[src/verilog/fss_pkg.sv]
// Shared constants, register map and carrier types of the forced stop sequencer.
// Assumes a single 25 MHz system clock and an AXI4-Lite register bus.
package fss_pkg;
	localparam int          CLK_PERIOD_NS = 40;
	localparam int          MS_NS         = 1000000;
	localparam int          MS_CYCLES     = (MS_NS + CLK_PERIOD_NS - 1) / CLK_PERIOD_NS;
	localparam int          ADDR_W        = 8;
	localparam int          SPEED_W       = 16;

	localparam logic [7:0]  OFS_CFG     = 8'h00;
	localparam logic [7:0]  OFS_DECEL   = 8'h04;
	localparam logic [7:0]  OFS_ZERO    = 8'h08;
	localparam logic [7:0]  OFS_BOFF    = 8'h0c;
	localparam logic [7:0]  OFS_COMP    = 8'h10;
	localparam logic [7:0]  OFS_PULSE   = 8'h14;
	localparam logic [7:0]  OFS_STATUS  = 8'h18;
	localparam logic [7:0]  OFS_IRQSTAT = 8'h1c;
	localparam logic [7:0]  OFS_IRQCLR  = 8'h20;
	localparam logic [7:0]  OFS_IRQEN   = 8'h24;

	// CFG fields
	localparam int          CFG_SEL_LSB   = 0;   // forced stop selection, top digit
	localparam int          CFG_LIMSEL    = 4;
	localparam int          CFG_BOFF_EN   = 5;
	localparam int          CFG_SET_BTN   = 6;   // write 1: set button in alarm view
	// PULSE fields
	localparam int          PUL_SET_LSB   = 0;
	localparam int          PUL_SEL_LSB   = 16;
	localparam int          PUL_FILT_LSB  = 18;
	localparam int          PUL_HIRATE    = 20;
	localparam logic [1:0]  FILTER_FASTEST = 2'h0;

	localparam logic [31:0] CFG_RESET   = 32'h0000_0031;
	localparam logic [15:0] DECEL_RESET = 16'h0064;
	localparam logic [15:0] ZERO_RESET  = 16'h0032;
	localparam logic [15:0] BOFF_RESET  = 16'h0000;
	localparam logic [15:0] COMP_RESET  = 16'h0000;
	localparam logic [31:0] PULSE_RESET = 32'h0000_0fa0;

	localparam logic [7:0]  WARN_STOP_CODE = 8'he6;
	localparam logic [7:0]  ALARM_STO_CODE = 8'h63;
	localparam logic [7:0]  ALARM_EXT_CODE = 8'h10;
	localparam logic [1:0]  RESP_OKAY   = 2'h0;
	localparam logic [1:0]  RESP_SLVERR = 2'h2;

	localparam int          IRQ_W       = 4;
	localparam int          IRQ_STOP    = 0;
	localparam int          IRQ_ALARM   = 1;
	localparam int          IRQ_OFF     = 2;
	localparam int          IRQ_STROKE  = 3;

	typedef enum logic [1:0] {FSS_RUN, FSS_DECEL, FSS_DELAY, FSS_OFF} fss_state_type;

	typedef struct packed {
		logic              forcedStopTwo;
		logic              fwdStrokeEnd;
		logic              revStrokeEnd;
		logic              safeTorqueOn;
		logic              alarmReset;
	} fss_pins_type;

	typedef struct packed {
		logic              brakeInterlock;
		logic              malfunctionOut;
		logic              powerStageOff;
		logic              dynBrake;
	} fss_drive_type;

	typedef struct packed {
		logic              awvalid;
		logic [ADDR_W-1:0] awaddr;
		logic              wvalid;
		logic [31:0]       wdata;
		logic [3:0]        wstrb;
		logic              bready;
		logic              arvalid;
		logic [ADDR_W-1:0] araddr;
		logic              rready;
	} fss_axi_req_type;

	typedef struct packed {
		logic              awready;
		logic              wready;
		logic              bvalid;
		logic [1:0]        bresp;
		logic              arready;
		logic              rvalid;
		logic [31:0]       rdata;
		logic [1:0]        rresp;
	} fss_axi_rsp_type;
endpackage

[src/verilog/fss_sync.sv]
// Two-flop synchroniser for a group of pin inputs.
// Assumes pins change asynchronously to sys_clk; no bit pairing is kept across lanes.
`timescale 1ns/1ps
module fss_sync #(
	parameter int W = 1
) (
	input  wire logic         sys_clk,
	input  wire logic         rst_b,
	input  wire logic [W-1:0] din,
	output logic      [W-1:0] dout
);
	logic [W-1:0] stage1;

	for (genvar i = 0; i < W; i++) begin : g_bit
		always_ff @(posedge sys_clk) begin
			if (!rst_b) begin
				stage1[i] <= 1'b0;
				dout[i]   <= 1'b0;
			end else begin
				stage1[i] <= din[i];
				dout[i]   <= stage1[i];
			end
		end
	end
endmodule

[src/verilog/fss_tick.sv]
// Divider giving a one-cycle enable pulse every DIV clocks.
// Assumes DIV of at least 1.
`timescale 1ns/1ps
module fss_tick #(
	parameter int DIV = 25000
) (
	input  wire logic sys_clk,
	input  wire logic rst_b,
	output logic      tick
);
	logic [$clog2(DIV+1)-1:0] cnt;

	always_ff @(posedge sys_clk) begin
		if (!rst_b) begin
			cnt  <= '0;
			tick <= 1'b0;
		end else if (cnt == ($clog2(DIV+1))'(DIV - 1)) begin
			cnt  <= '0;
			tick <= 1'b1;
		end else begin
			cnt  <= cnt + 1'b1;
			tick <= 1'b0;
		end
	end
endmodule

[src/verilog/fss_top.sv]
// Forced stop sequencer: ramp-down, brake interlock, base-off delay, freefall lift, alarms.
// Assumes pins arrive raw, speed values and alarm causes come from logic on sys_clk.
// How it works
// - While forced stop two is off, no alarm is active and the stop sequence runs, the display shows code e6.
// - Forced stop two going off starts a ramp-down set by the decel time constant.
// - With the base-off delay disabled, ramp finished and speed under the zero threshold cuts the power stage and brakes.
// - A stroke end during the ramp stops at once for select 0, keeps ramping for select 1.
// - A stop or alarm ramps down, drops the brake interlock, then waits the base-off delay.
// - Freefall lift only with nonzero amount, delay enabled and speed at or under zero speed.
// - With freefall lift on, an upward move of the set amount is commanded before shut-off.
// - Alarms that brake immediately skip the ramp and brake at once.
// - Safe torque off dropping during the ramp raises torque-off timing alarm 63.
// - Torque control mode never ramps down.
// - An alarm clears on reset, the set button or a reset-input toggle, not while its cause lasts.
// - At the top pulse rate the command pulse filter must be on its fastest option; the code accepts any filter and only sets filterFault in STATUS.
// - The encoder output pulse period follows the pulse setting and pulse select.
// - Top selection digit 0 disables the ramp, so a forced stop brakes directly.
`timescale 1ns/1ps
module fss_top
	import fss_pkg::*;
#(
	parameter int                  MS_DIV      = MS_CYCLES,
	parameter logic [SPEED_W-1:0] RATED_SPEED = 16'h0bb8
) (
	input  wire logic                 sys_clk,
	input  wire logic                 rst_b,
	input  wire fss_pins_type         pinsRaw,
	input  wire logic                 torqueMode,
	input  wire logic                 extAlarm,
	input  wire logic                 immAlarm,
	input  wire logic [SPEED_W-1:0]   speedRef,
	input  wire logic [SPEED_W-1:0]   measSpeed,
	input  wire fss_axi_req_type      axiIn,
	output fss_axi_rsp_type           axiOut,
	output fss_drive_type             drive,
	output logic      [SPEED_W-1:0]   speedCmd,
	output logic      [SPEED_W-1:0]   liftCmd,
	output logic      [7:0]           displayCode,
	output logic                      encPulseOut,
	output logic                      irq
);
	fss_pins_type        pins;
	fss_state_type       state;
	fss_state_type       next_state;
	logic                msTick;
	logic [31:0]         cfg;
	logic [15:0]         decelConst;
	logic [15:0]         zeroThr;
	logic [15:0]         boffDelay;
	logic [15:0]         compAmount;
	logic [31:0]         pulseCfg;
	logic [IRQ_W-1:0]    irqStat;
	logic [IRQ_W-1:0]    irqEn;
	logic [IRQ_W-1:0]    irqEvent;
	logic [IRQ_W-1:0]    irqClr;
	logic [ADDR_W-1:0]   awAddr;
	logic                awHeld;
	logic [31:0]         wData;
	logic [3:0]          wStrb;
	logic                wHeld;
	logic                doWrite;
	logic                setButton;
	logic                resetPrev;
	logic                alarmActive;
	logic [7:0]          alarmCode;
	logic                causeNow;
	logic                stopReq;
	logic                directBrake;
	logic                stoErr;
	logic                strokeHit;
	logic                sudden;
	logic [23:0]         pending;
	logic [15:0]         delayCnt;
	logic                delayDone;
	logic                freefallArm;
	logic [19:0]         encCnt;
	logic [19:0]         encHalf;
	logic                filterFault;

	fss_sync #(.W($bits(fss_pins_type))) u_sync (
		.sys_clk (sys_clk),
		.rst_b   (rst_b),
		.din     (pinsRaw),
		.dout    (pins)
	);

	fss_tick #(.DIV(MS_DIV)) u_tick (
		.sys_clk (sys_clk),
		.rst_b   (rst_b),
		.tick    (msTick)
	);

	function automatic logic [31:0] merge(input logic [31:0] old, input logic [31:0] d,
		input logic [3:0] s);
		logic [31:0] r;
		r = old;
		for (int b = 0; b < 4; b++) begin
			if (s[b]) begin
				r[8*b +: 8] = d[8*b +: 8];
			end
		end
		return r;
	endfunction

	// Write address and data are taken independently, in either order
	assign doWrite = awHeld && wHeld && !axiOut.bvalid;

	always_ff @(posedge sys_clk) begin
		if (!rst_b) begin
			awHeld <= 1'b0;
			wHeld  <= 1'b0;
			awAddr <= '0;
			wData  <= '0;
			wStrb  <= '0;
			axiOut <= '0;
		end else begin
			axiOut.awready <= !awHeld && !axiOut.awready && !axiOut.bvalid;
			axiOut.wready  <= !wHeld && !axiOut.wready && !axiOut.bvalid;
			if (axiIn.awvalid && axiOut.awready) begin
				awHeld <= 1'b1;
				awAddr <= axiIn.awaddr;
			end
			if (axiIn.wvalid && axiOut.wready) begin
				wHeld <= 1'b1;
				wData <= axiIn.wdata;
				wStrb <= axiIn.wstrb;
			end
			if (doWrite) begin
				awHeld        <= 1'b0;
				wHeld         <= 1'b0;
				axiOut.bvalid <= 1'b1;
				axiOut.bresp  <= (awAddr <= OFS_IRQEN && awAddr != OFS_STATUS &&
					awAddr != OFS_IRQSTAT && awAddr[1:0] == 2'h0) ? RESP_OKAY : RESP_SLVERR;
			end else if (axiIn.bready && axiOut.bvalid) begin
				axiOut.bvalid <= 1'b0;
			end
			axiOut.arready <= !axiOut.arready && !axiOut.rvalid;
			if (axiIn.arvalid && axiOut.arready) begin
				axiOut.rvalid <= 1'b1;
				axiOut.rresp  <= RESP_OKAY;
				unique case (axiIn.araddr)
					OFS_CFG:     axiOut.rdata <= cfg;
					OFS_DECEL:   axiOut.rdata <= {16'h0000, decelConst};
					OFS_ZERO:    axiOut.rdata <= {16'h0000, zeroThr};
					OFS_BOFF:    axiOut.rdata <= {16'h0000, boffDelay};
					OFS_COMP:    axiOut.rdata <= {16'h0000, compAmount};
					OFS_PULSE:   axiOut.rdata <= pulseCfg;
					OFS_STATUS:  axiOut.rdata <= {5'h00, filterFault, freefallArm,
						alarmActive, alarmCode, displayCode, 6'h00, state};
					OFS_IRQSTAT: axiOut.rdata <= {28'h0000000, irqStat};
					OFS_IRQCLR:  axiOut.rdata <= '0;
					OFS_IRQEN:   axiOut.rdata <= {28'h0000000, irqEn};
					default: begin
						axiOut.rdata <= '0;
						axiOut.rresp <= RESP_SLVERR;
					end
				endcase
			end else if (axiIn.rready && axiOut.rvalid) begin
				axiOut.rvalid <= 1'b0;
			end
		end
	end

	always_ff @(posedge sys_clk) begin
		if (!rst_b) begin
			cfg        <= CFG_RESET;
			decelConst <= DECEL_RESET;
			zeroThr    <= ZERO_RESET;
			boffDelay  <= BOFF_RESET;
			compAmount <= COMP_RESET;
			pulseCfg   <= PULSE_RESET;
			irqEn      <= '0;
			setButton  <= 1'b0;
		end else begin
			setButton <= 1'b0;
			if (doWrite) begin
				unique case (awAddr)
					OFS_CFG: begin
						cfg       <= merge(cfg, wData, wStrb) & ~(32'h1 << CFG_SET_BTN);
						setButton <= wStrb[0] && wData[CFG_SET_BTN];
					end
					OFS_DECEL: decelConst <= 16'(merge({16'h0000, decelConst}, wData, wStrb));
					OFS_ZERO:  zeroThr    <= 16'(merge({16'h0000, zeroThr}, wData, wStrb));
					OFS_BOFF:  boffDelay  <= 16'(merge({16'h0000, boffDelay}, wData, wStrb));
					OFS_COMP:  compAmount <= 16'(merge({16'h0000, compAmount}, wData, wStrb));
					OFS_PULSE: pulseCfg   <= merge(pulseCfg, wData, wStrb);
					OFS_IRQEN: irqEn      <= IRQ_W'(merge({28'h0, irqEn}, wData, wStrb));
					default: ;
				endcase
			end
		end
	end

	assign irqClr = (doWrite && awAddr == OFS_IRQCLR && wStrb[0]) ? wData[IRQ_W-1:0] : '0;

	// Set wins over a clear in the same cycle
	always_ff @(posedge sys_clk) begin
		if (!rst_b) begin
			irqStat <= '0;
			irq     <= 1'b0;
		end else begin
			irqStat <= (irqStat & ~irqClr) | irqEvent;
			irq     <= |(((irqStat & ~irqClr) | irqEvent) & irqEn);
		end
	end

	assign stopReq     = !pins.forcedStopTwo || alarmActive;
	assign directBrake = immAlarm || torqueMode ||
		cfg[CFG_SEL_LSB +: 4] == 4'h0;
	assign stoErr      = state == FSS_DECEL && !pins.safeTorqueOn;
	assign strokeHit   = state == FSS_DECEL && (pins.fwdStrokeEnd || pins.revStrokeEnd);
	assign sudden      = strokeHit && !cfg[CFG_LIMSEL];
	assign delayDone   = delayCnt >= boffDelay;
	assign causeNow    = extAlarm || immAlarm ||
		(alarmCode == ALARM_STO_CODE && !pins.safeTorqueOn);

	always_comb begin
		next_state = state;
		unique case (state)
			FSS_RUN: begin
				if (stopReq || extAlarm || immAlarm) begin
					next_state = directBrake ? FSS_OFF : FSS_DECEL;
				end
			end
			FSS_DECEL: begin
				if (stoErr || immAlarm) begin
					next_state = FSS_OFF;
				end else if (speedCmd == '0 && measSpeed < zeroThr) begin
					next_state = cfg[CFG_BOFF_EN] ? FSS_DELAY : FSS_OFF;
				end
			end
			FSS_DELAY: begin
				if (delayDone || immAlarm) begin
					next_state = FSS_OFF;
				end
			end
			FSS_OFF: begin
				if (!stopReq && !extAlarm && !immAlarm) begin
					next_state = FSS_RUN;
				end
			end
		endcase
	end

	always_ff @(posedge sys_clk) begin
		if (!rst_b) begin
			state <= FSS_OFF;
			drive <= '{brakeInterlock: 1'b0, malfunctionOut: 1'b0,
				powerStageOff: 1'b1, dynBrake: 1'b1};
		end else begin
			state                <= next_state;
			drive.brakeInterlock <= next_state == FSS_RUN || next_state == FSS_DECEL;
			drive.powerStageOff  <= next_state == FSS_OFF;
			drive.dynBrake       <= next_state == FSS_OFF;
			drive.malfunctionOut <= !alarmActive;
		end
	end

	// Ramp engine: RATED_SPEED counts spread over decelConst ms
	always_ff @(posedge sys_clk) begin
		if (!rst_b) begin
			speedCmd <= '0;
			pending  <= '0;
		end else if (state == FSS_RUN) begin
			speedCmd <= speedRef;
			pending  <= '0;
		end else if (state == FSS_DECEL) begin
			if (sudden || decelConst == '0) begin
				speedCmd <= '0;
				pending  <= '0;
			end else if (msTick) begin
				pending <= pending + {8'h00, RATED_SPEED};
			end else if (speedCmd != '0 && pending >= {8'h00, decelConst}) begin
				pending  <= pending - {8'h00, decelConst};
				speedCmd <= speedCmd - 1'b1;
			end
		end else begin
			speedCmd <= '0;
			pending  <= '0;
		end
	end

	always_ff @(posedge sys_clk) begin
		if (!rst_b) begin
			delayCnt    <= '0;
			freefallArm <= 1'b0;
			liftCmd     <= '0;
		end else begin
			if (state != FSS_DELAY) begin
				delayCnt <= '0;
			end else if (msTick && !delayDone) begin
				delayCnt <= delayCnt + 1'b1;
			end
			if (state == FSS_DECEL && next_state == FSS_DELAY) begin
				freefallArm <= compAmount != '0 && cfg[CFG_BOFF_EN] &&
					measSpeed <= zeroThr;
			end else if (state == FSS_RUN) begin
				freefallArm <= 1'b0;
			end
			liftCmd <= (next_state == FSS_DELAY && freefallArm) ? compAmount : '0;
		end
	end

	always_ff @(posedge sys_clk) begin
		if (!rst_b) begin
			alarmActive <= 1'b0;
			alarmCode   <= '0;
			resetPrev   <= 1'b0;
			displayCode <= '0;
		end else begin
			resetPrev <= pins.alarmReset;
			if (stoErr) begin
				alarmActive <= 1'b1;
				alarmCode   <= ALARM_STO_CODE;
			end else if (extAlarm || immAlarm) begin
				alarmActive <= 1'b1;
				alarmCode   <= ALARM_EXT_CODE;
			end else if ((setButton || (pins.alarmReset && !resetPrev)) && !causeNow) begin
				alarmActive <= 1'b0;
				alarmCode   <= '0;
			end
			if (alarmActive) begin
				displayCode <= alarmCode;
			end else if (!pins.forcedStopTwo && state != FSS_RUN) begin
				displayCode <= WARN_STOP_CODE;
			end else begin
				displayCode <= '0;
			end
		end
	end

	assign irqEvent[IRQ_STOP]   = state == FSS_RUN && next_state != FSS_RUN;
	assign irqEvent[IRQ_ALARM]  = !alarmActive && (stoErr || extAlarm || immAlarm);
	assign irqEvent[IRQ_OFF]    = state != FSS_OFF && next_state == FSS_OFF;
	assign irqEvent[IRQ_STROKE] = strokeHit;

	// Half period = setting shifted by select; a zero setting parks the output
	assign encHalf     = 20'(pulseCfg[PUL_SET_LSB +: 16]) << pulseCfg[PUL_SEL_LSB +: 2];
	assign filterFault = pulseCfg[PUL_HIRATE] &&
		pulseCfg[PUL_FILT_LSB +: 2] != FILTER_FASTEST;

	always_ff @(posedge sys_clk) begin
		if (!rst_b) begin
			encCnt      <= '0;
			encPulseOut <= 1'b0;
		end else if (encHalf == '0) begin
			encCnt      <= '0;
			encPulseOut <= 1'b0;
		end else if (encCnt >= encHalf - 1'b1) begin
			encCnt      <= '0;
			encPulseOut <= !encPulseOut;
		end else begin
			encCnt <= encCnt + 1'b1;
		end
	end
endmodule
[config.mk]
export PLATFORM = sky130hd
export DESIGN_NAME = fss_top
export DESIGN_NICKNAME = d
export VERILOG_FILES = /design/src/verilog/fss_pkg.sv /design/src/verilog/fss_sync.sv /design/src/verilog/fss_tick.sv /design/src/verilog/fss_top.sv
export SDC_FILE = /design/constraint.sdc
export NUM_CORES = 1
export LEC_CHECK = 0
export BUFFER_PORTS_ARGS = -buffer_cell sky130_fd_sc_hd__buf_2
export CORE_MARGIN = 2
export CORE_UTILIZATION = 50
export CTS_CLUSTER_SIZE = 20
export DETAILED_ROUTE_END_ITERATION = 10
export PLACE_DENSITY = 0.77
export SLEW_MARGIN = 10
export SYNTH_ARGS = -nofsm -noshare
export SYNTH_HDL_FRONTEND = slang
export SYNTH_HIERARCHICAL = 1
export SYNTH_SLANG_ARGS = --single-unit
[constraint.sdc]
create_clock -name sys_clk -period 4.4 [get_ports sys_clk]
set_clock_uncertainty 0.15 [all_clocks]
set_input_delay 0.44 -clock sys_clk [delete_from_list [all_inputs] [get_ports sys_clk]]
set_output_delay 0.44 -clock sys_clk [all_outputs]
set_load 0.005 [all_outputs]
==> metrics list <==
- Status: finished, final reports clean
- Setup repair after global routing left no endpoint under its margin.
- The wire-length estimate of the detail-placed layout is 37340 um.
- After layout, the worst path uses 92.80% of the clock period.
- Yosys warnings: 6
- By area the synthesized netlist is led by sky130_fd_sc_hd__dfxtp_1 (40%), sky130_fd_sc_hd__mux2i_1 (7.3%), sky130_fd_sc_hd__ha_1 (5.4%).
- The via count of the first global-routing pass came to 15300.
* Most instantiated cells after synthesis: sky130_fd_sc_hd__dfxtp_1 (355), sky130_fd_sc_hd__nor2_1 (248), sky130_fd_sc_hd__nand2_1 (206), sky130_fd_sc_hd__a21oi_1 (152), sky130_fd_sc_hd__mux2i_1 (130)
* Setup Viol. Count Final: 0
- At the pin with the least slew margin, the transition time is 1.170 ns.
* Height of the chip: 192.2 um
- Power Density: 341.4 nW/um2
* Library cell occupying the most area in the post-synthesis netlist: sky130_fd_sc_hd__dfxtp_1
- Hold Path Class: in -> reg
* Core footprint: 34710 um2
- Clk slew on worst S/H paths: 0.06 ns
* Wire length of the first global-routing pass: 81050 um
- Share of flip-flops with an asynchronous set or reset: 0%
- Number of nets with antenna violations after detailed routing: 0
* Total wirelength of the detailed-routed design: 51920 um
- Seq cells post-synth: 355
* Maximum net fanout on the critical path: 20
* CTS buffer count: 39
* Number of distinct library cell variants in the gate-level netlist after synthesis: 103
* Post-synth EDFFs: 0
- Global routing finished with a remaining overflow of 0.
- STA classifies the critical path endpoint as a flop.
- Cell at the root of the clock tree: sky130_fd_sc_hd__clkbuf_16
* Antenna violations before repair: 2
- Number of cell rows: 68
- Initial detailed-routing violation count: 1513
- Arrival time reported for the critical path endpoint: 4.41 ns
* Post-synthesis sequential area ratio: 40.13%
* Minimum clock period after layout: 4.083 ns
- In the routed layout, each cell is associated on average with a via count of 5.990.
* Worst endpoint required time: 4.73 ns
* Net count of the finished layout: 2403
* DR WL/cell: 19.14 um
* Synthesized area divided by synthesized cell count: 8.651 um2
- Remaining design rule violation count: 0
- Horizontal extent of the die: 192.2 um
- Die area: 36940 um2
* Via Count: 16250
* Maxcap violations: 0
* Starting utilization of the core area: 51.02%
- Number of standard cells after synthesis: 2047
* Worst slew margin relative to its limit: 21.58%
- Startpoint type of the worst setup path: flop
- Layout cell share with drive strength beyond 1: 14.72%
* I/O pin count: 186
- TritonCTS clock tree: yes
- The final number of hold-violating endpoints was 0.
- Most frequent cell after synthesis: sky130_fd_sc_hd__dfxtp_1
* Clock insertion delay at the later pin of the skew report: 0.55 ns
* Maximum number of pins on one net before global-route repair: 101
- Global placement routability congestion: 0.9433
- Global routing consumed, over all layers together, 27.58% of the routing resources.
* Sink count of the clock tree: 355
- Number of pins with negative max-slew slack in the final report: 0
- Of the post-synthesis cell area, the dominant cell type holds 40.13%.
* Design Power: 0.007025 W
- The most used flip-flop cell after synthesis is sky130_fd_sc_hd__dfxtp_1.
* Peak VDD IR: 0.0003034 V
- Summed over all cells, the static leakage comes to 8.853 nW.
- H-tree depth: 2
- Pre-antenna DRT Iters: 5
* Longest Clk Path Bufs: 3
* Final TNS setup: 0 ns
- Netlist Area Pre-Place: 17710 um2
* Area growth, synth to finish: 16.21%
- For this run, the top clock speed supported by timing is 0.2449 GHz.
- The count of buffers added on input and output ports is 182.
* Kind of critical path: reg -> reg
==> layout make-up <==
cell class	count	area [um2]
timing repair buffer	241	1434
inverter	82	312.8
tap	455	569.3
clock buffer	53	1089
clock inverter	16	210.2
antenna	2	5.005
multi-input combinational	1508	9849
sequential	355	7112
fill	3046	14130
==> worst paths after layout <==
| check | startpoint | endpoint | slack (ns) | cells past startpoint |
|---|---|---|---|---|
| max | pulseCfg[16] | encCnt[3] | 0.32 | 13 |
| min reg2reg | u_sync/stage1[0] | u_sync/dout[0] | 0.27 | 1 |
| min | axiIn[12] | wStrb[1] | 0.007 | 3 |
| max reg2reg | pulseCfg[16] | encCnt[3] | 0.32 | 13 |
==> flip-flops by register name, summed over array words and instances, names as in the netlist, 8 cells and up <==
register / count
wData: 32
u_tick/cnt: 15
liftCmd: 16
cfg: 31
speedCmd: 16
boffDelay: 16
zeroThr: 16
encCnt: 20
pending: 24
delayCnt: 16
awAddr: 8
compAmount: 16
decelConst: 16
axiOut: 39
pulseCfg: 32
==> layer usage <==
| metal | up-vias | routed length (um) | track usage [%] | part of all wire [%] |
|---|---|---|---|---|
| met5 | - | 13 | 0 | 0.025 |
| met4 | 2 | 2385 | 12.39 | 4.6 |
| met3 | 152 | 4192 | 4.805 | 8.1 |
| met2 | 730 | 23060 | 43.18 | 44 |
| met1 | 7675 | 22270 | 37.15 | 43 |
| li1 | 7686 | - | - | - |
==> cells by family after synthesis <==
kind of cell | Yosys count | synth area share (%)
AO/OA/AOI/OAI | 433 | 16.50
XOR/XNOR | 68 | 3.363
adder cells (fa/ha/maj) | 78 | 5.539
buffers and inverters | 186 | 4.380
flip-flops | 355 | 40.13
multiplexers | 141 | 8.556
other | 1 | 0.02118
AND/OR/NAND/NOR | 785 | 21.51
==> layout by cell type (no fill, tap or decap), types with 26 or more instances in the layout <==
cell,count
sky130_fd_sc_hd__and2_1,37
sky130_fd_sc_hd__xor2_1,26
sky130_fd_sc_hd__dlygate4sd3_1,32
sky130_fd_sc_hd__nor2_1,247
sky130_fd_sc_hd__a31oi_1,29
sky130_fd_sc_hd__a21oi_1,152
sky130_fd_sc_hd__xnor2_1,42
sky130_fd_sc_hd__buf_2,182
sky130_fd_sc_hd__nor3_1,50
sky130_fd_sc_hd__clkbuf_16,39
sky130_fd_sc_hd__dfxtp_1,353
sky130_fd_sc_hd__nand3_1,71
sky130_fd_sc_hd__o21ai_0,60
sky130_fd_sc_hd__buf_4,27
sky130_fd_sc_hd__a221oi_1,33
sky130_fd_sc_hd__mux2i_1,130
sky130_fd_sc_hd__ha_1,76
sky130_fd_sc_hd__nand2_1,206
sky130_fd_sc_hd__inv_1,81
==> critical path, cell delays in order (launching register included) <==
cell and delay, ns:
sky130_fd_sc_hd__dfxtp_2 0.41, sky130_fd_sc_hd__mux4_2 0.57, sky130_fd_sc_hd__or3_1 0.44, sky130_fd_sc_hd__nor4_4 0.41, sky130_fd_sc_hd__nor2b_1 0.21, sky130_fd_sc_hd__xnor2_1 0.14, sky130_fd_sc_hd__ha_1 0.26, sky130_fd_sc_hd__a21oi_1 0.14
sky130_fd_sc_hd__o21ai_0 0.13, sky130_fd_sc_hd__or4_1 0.48, sky130_fd_sc_hd__a21oi_1 0.13, sky130_fd_sc_hd__nor2_1 0.08, sky130_fd_sc_hd__or2_4 0.32, sky130_fd_sc_hd__nor2_1 0.13
==> stage by stage <==
stage / util (%) / setup WS, ns / hold slack (ns) / std cells / cell area, um2
CTS: 59.23 / 0.009206 / 0.001561 / 2709 / 20560
floorplan: - / 0.2600 / 0.2483 / 2049 / 17720
finish: 59.29 / 0.3167 / 0.007267 / 2712 / 20580
global route: 59.28 / 0.08851 / 0.01207 / 2711 / 20580
global placement: 54.57 / 0.1433 / 0.2649 / 2608 / 18940
detailed placement: 54.57 / 0.03913 / 0.2644 / 2608 / 18940
==> power by group <==
part | switching [W] | total [W] | internal (W)
Sequential | 0.0000795 | 0.00335 | 0.00328
Combinational | 0.000224 | 0.000377 | 0.000153
Clock | 0.00136 | 0.00329 | 0.00193
Total | 0.00167 | 0.00703 | 0.00536
==> what timing repair did <==
item / in CTS / in global routing
setup endpoints to repair: 0 / 20
setup buffers: 0 / 1
hold endpoints to repair: 32 / 0
gates resized for setup: 0 / 4
hold buffers: 32 / 0
No activity file was read; power rests on OpenSTA's default activity.
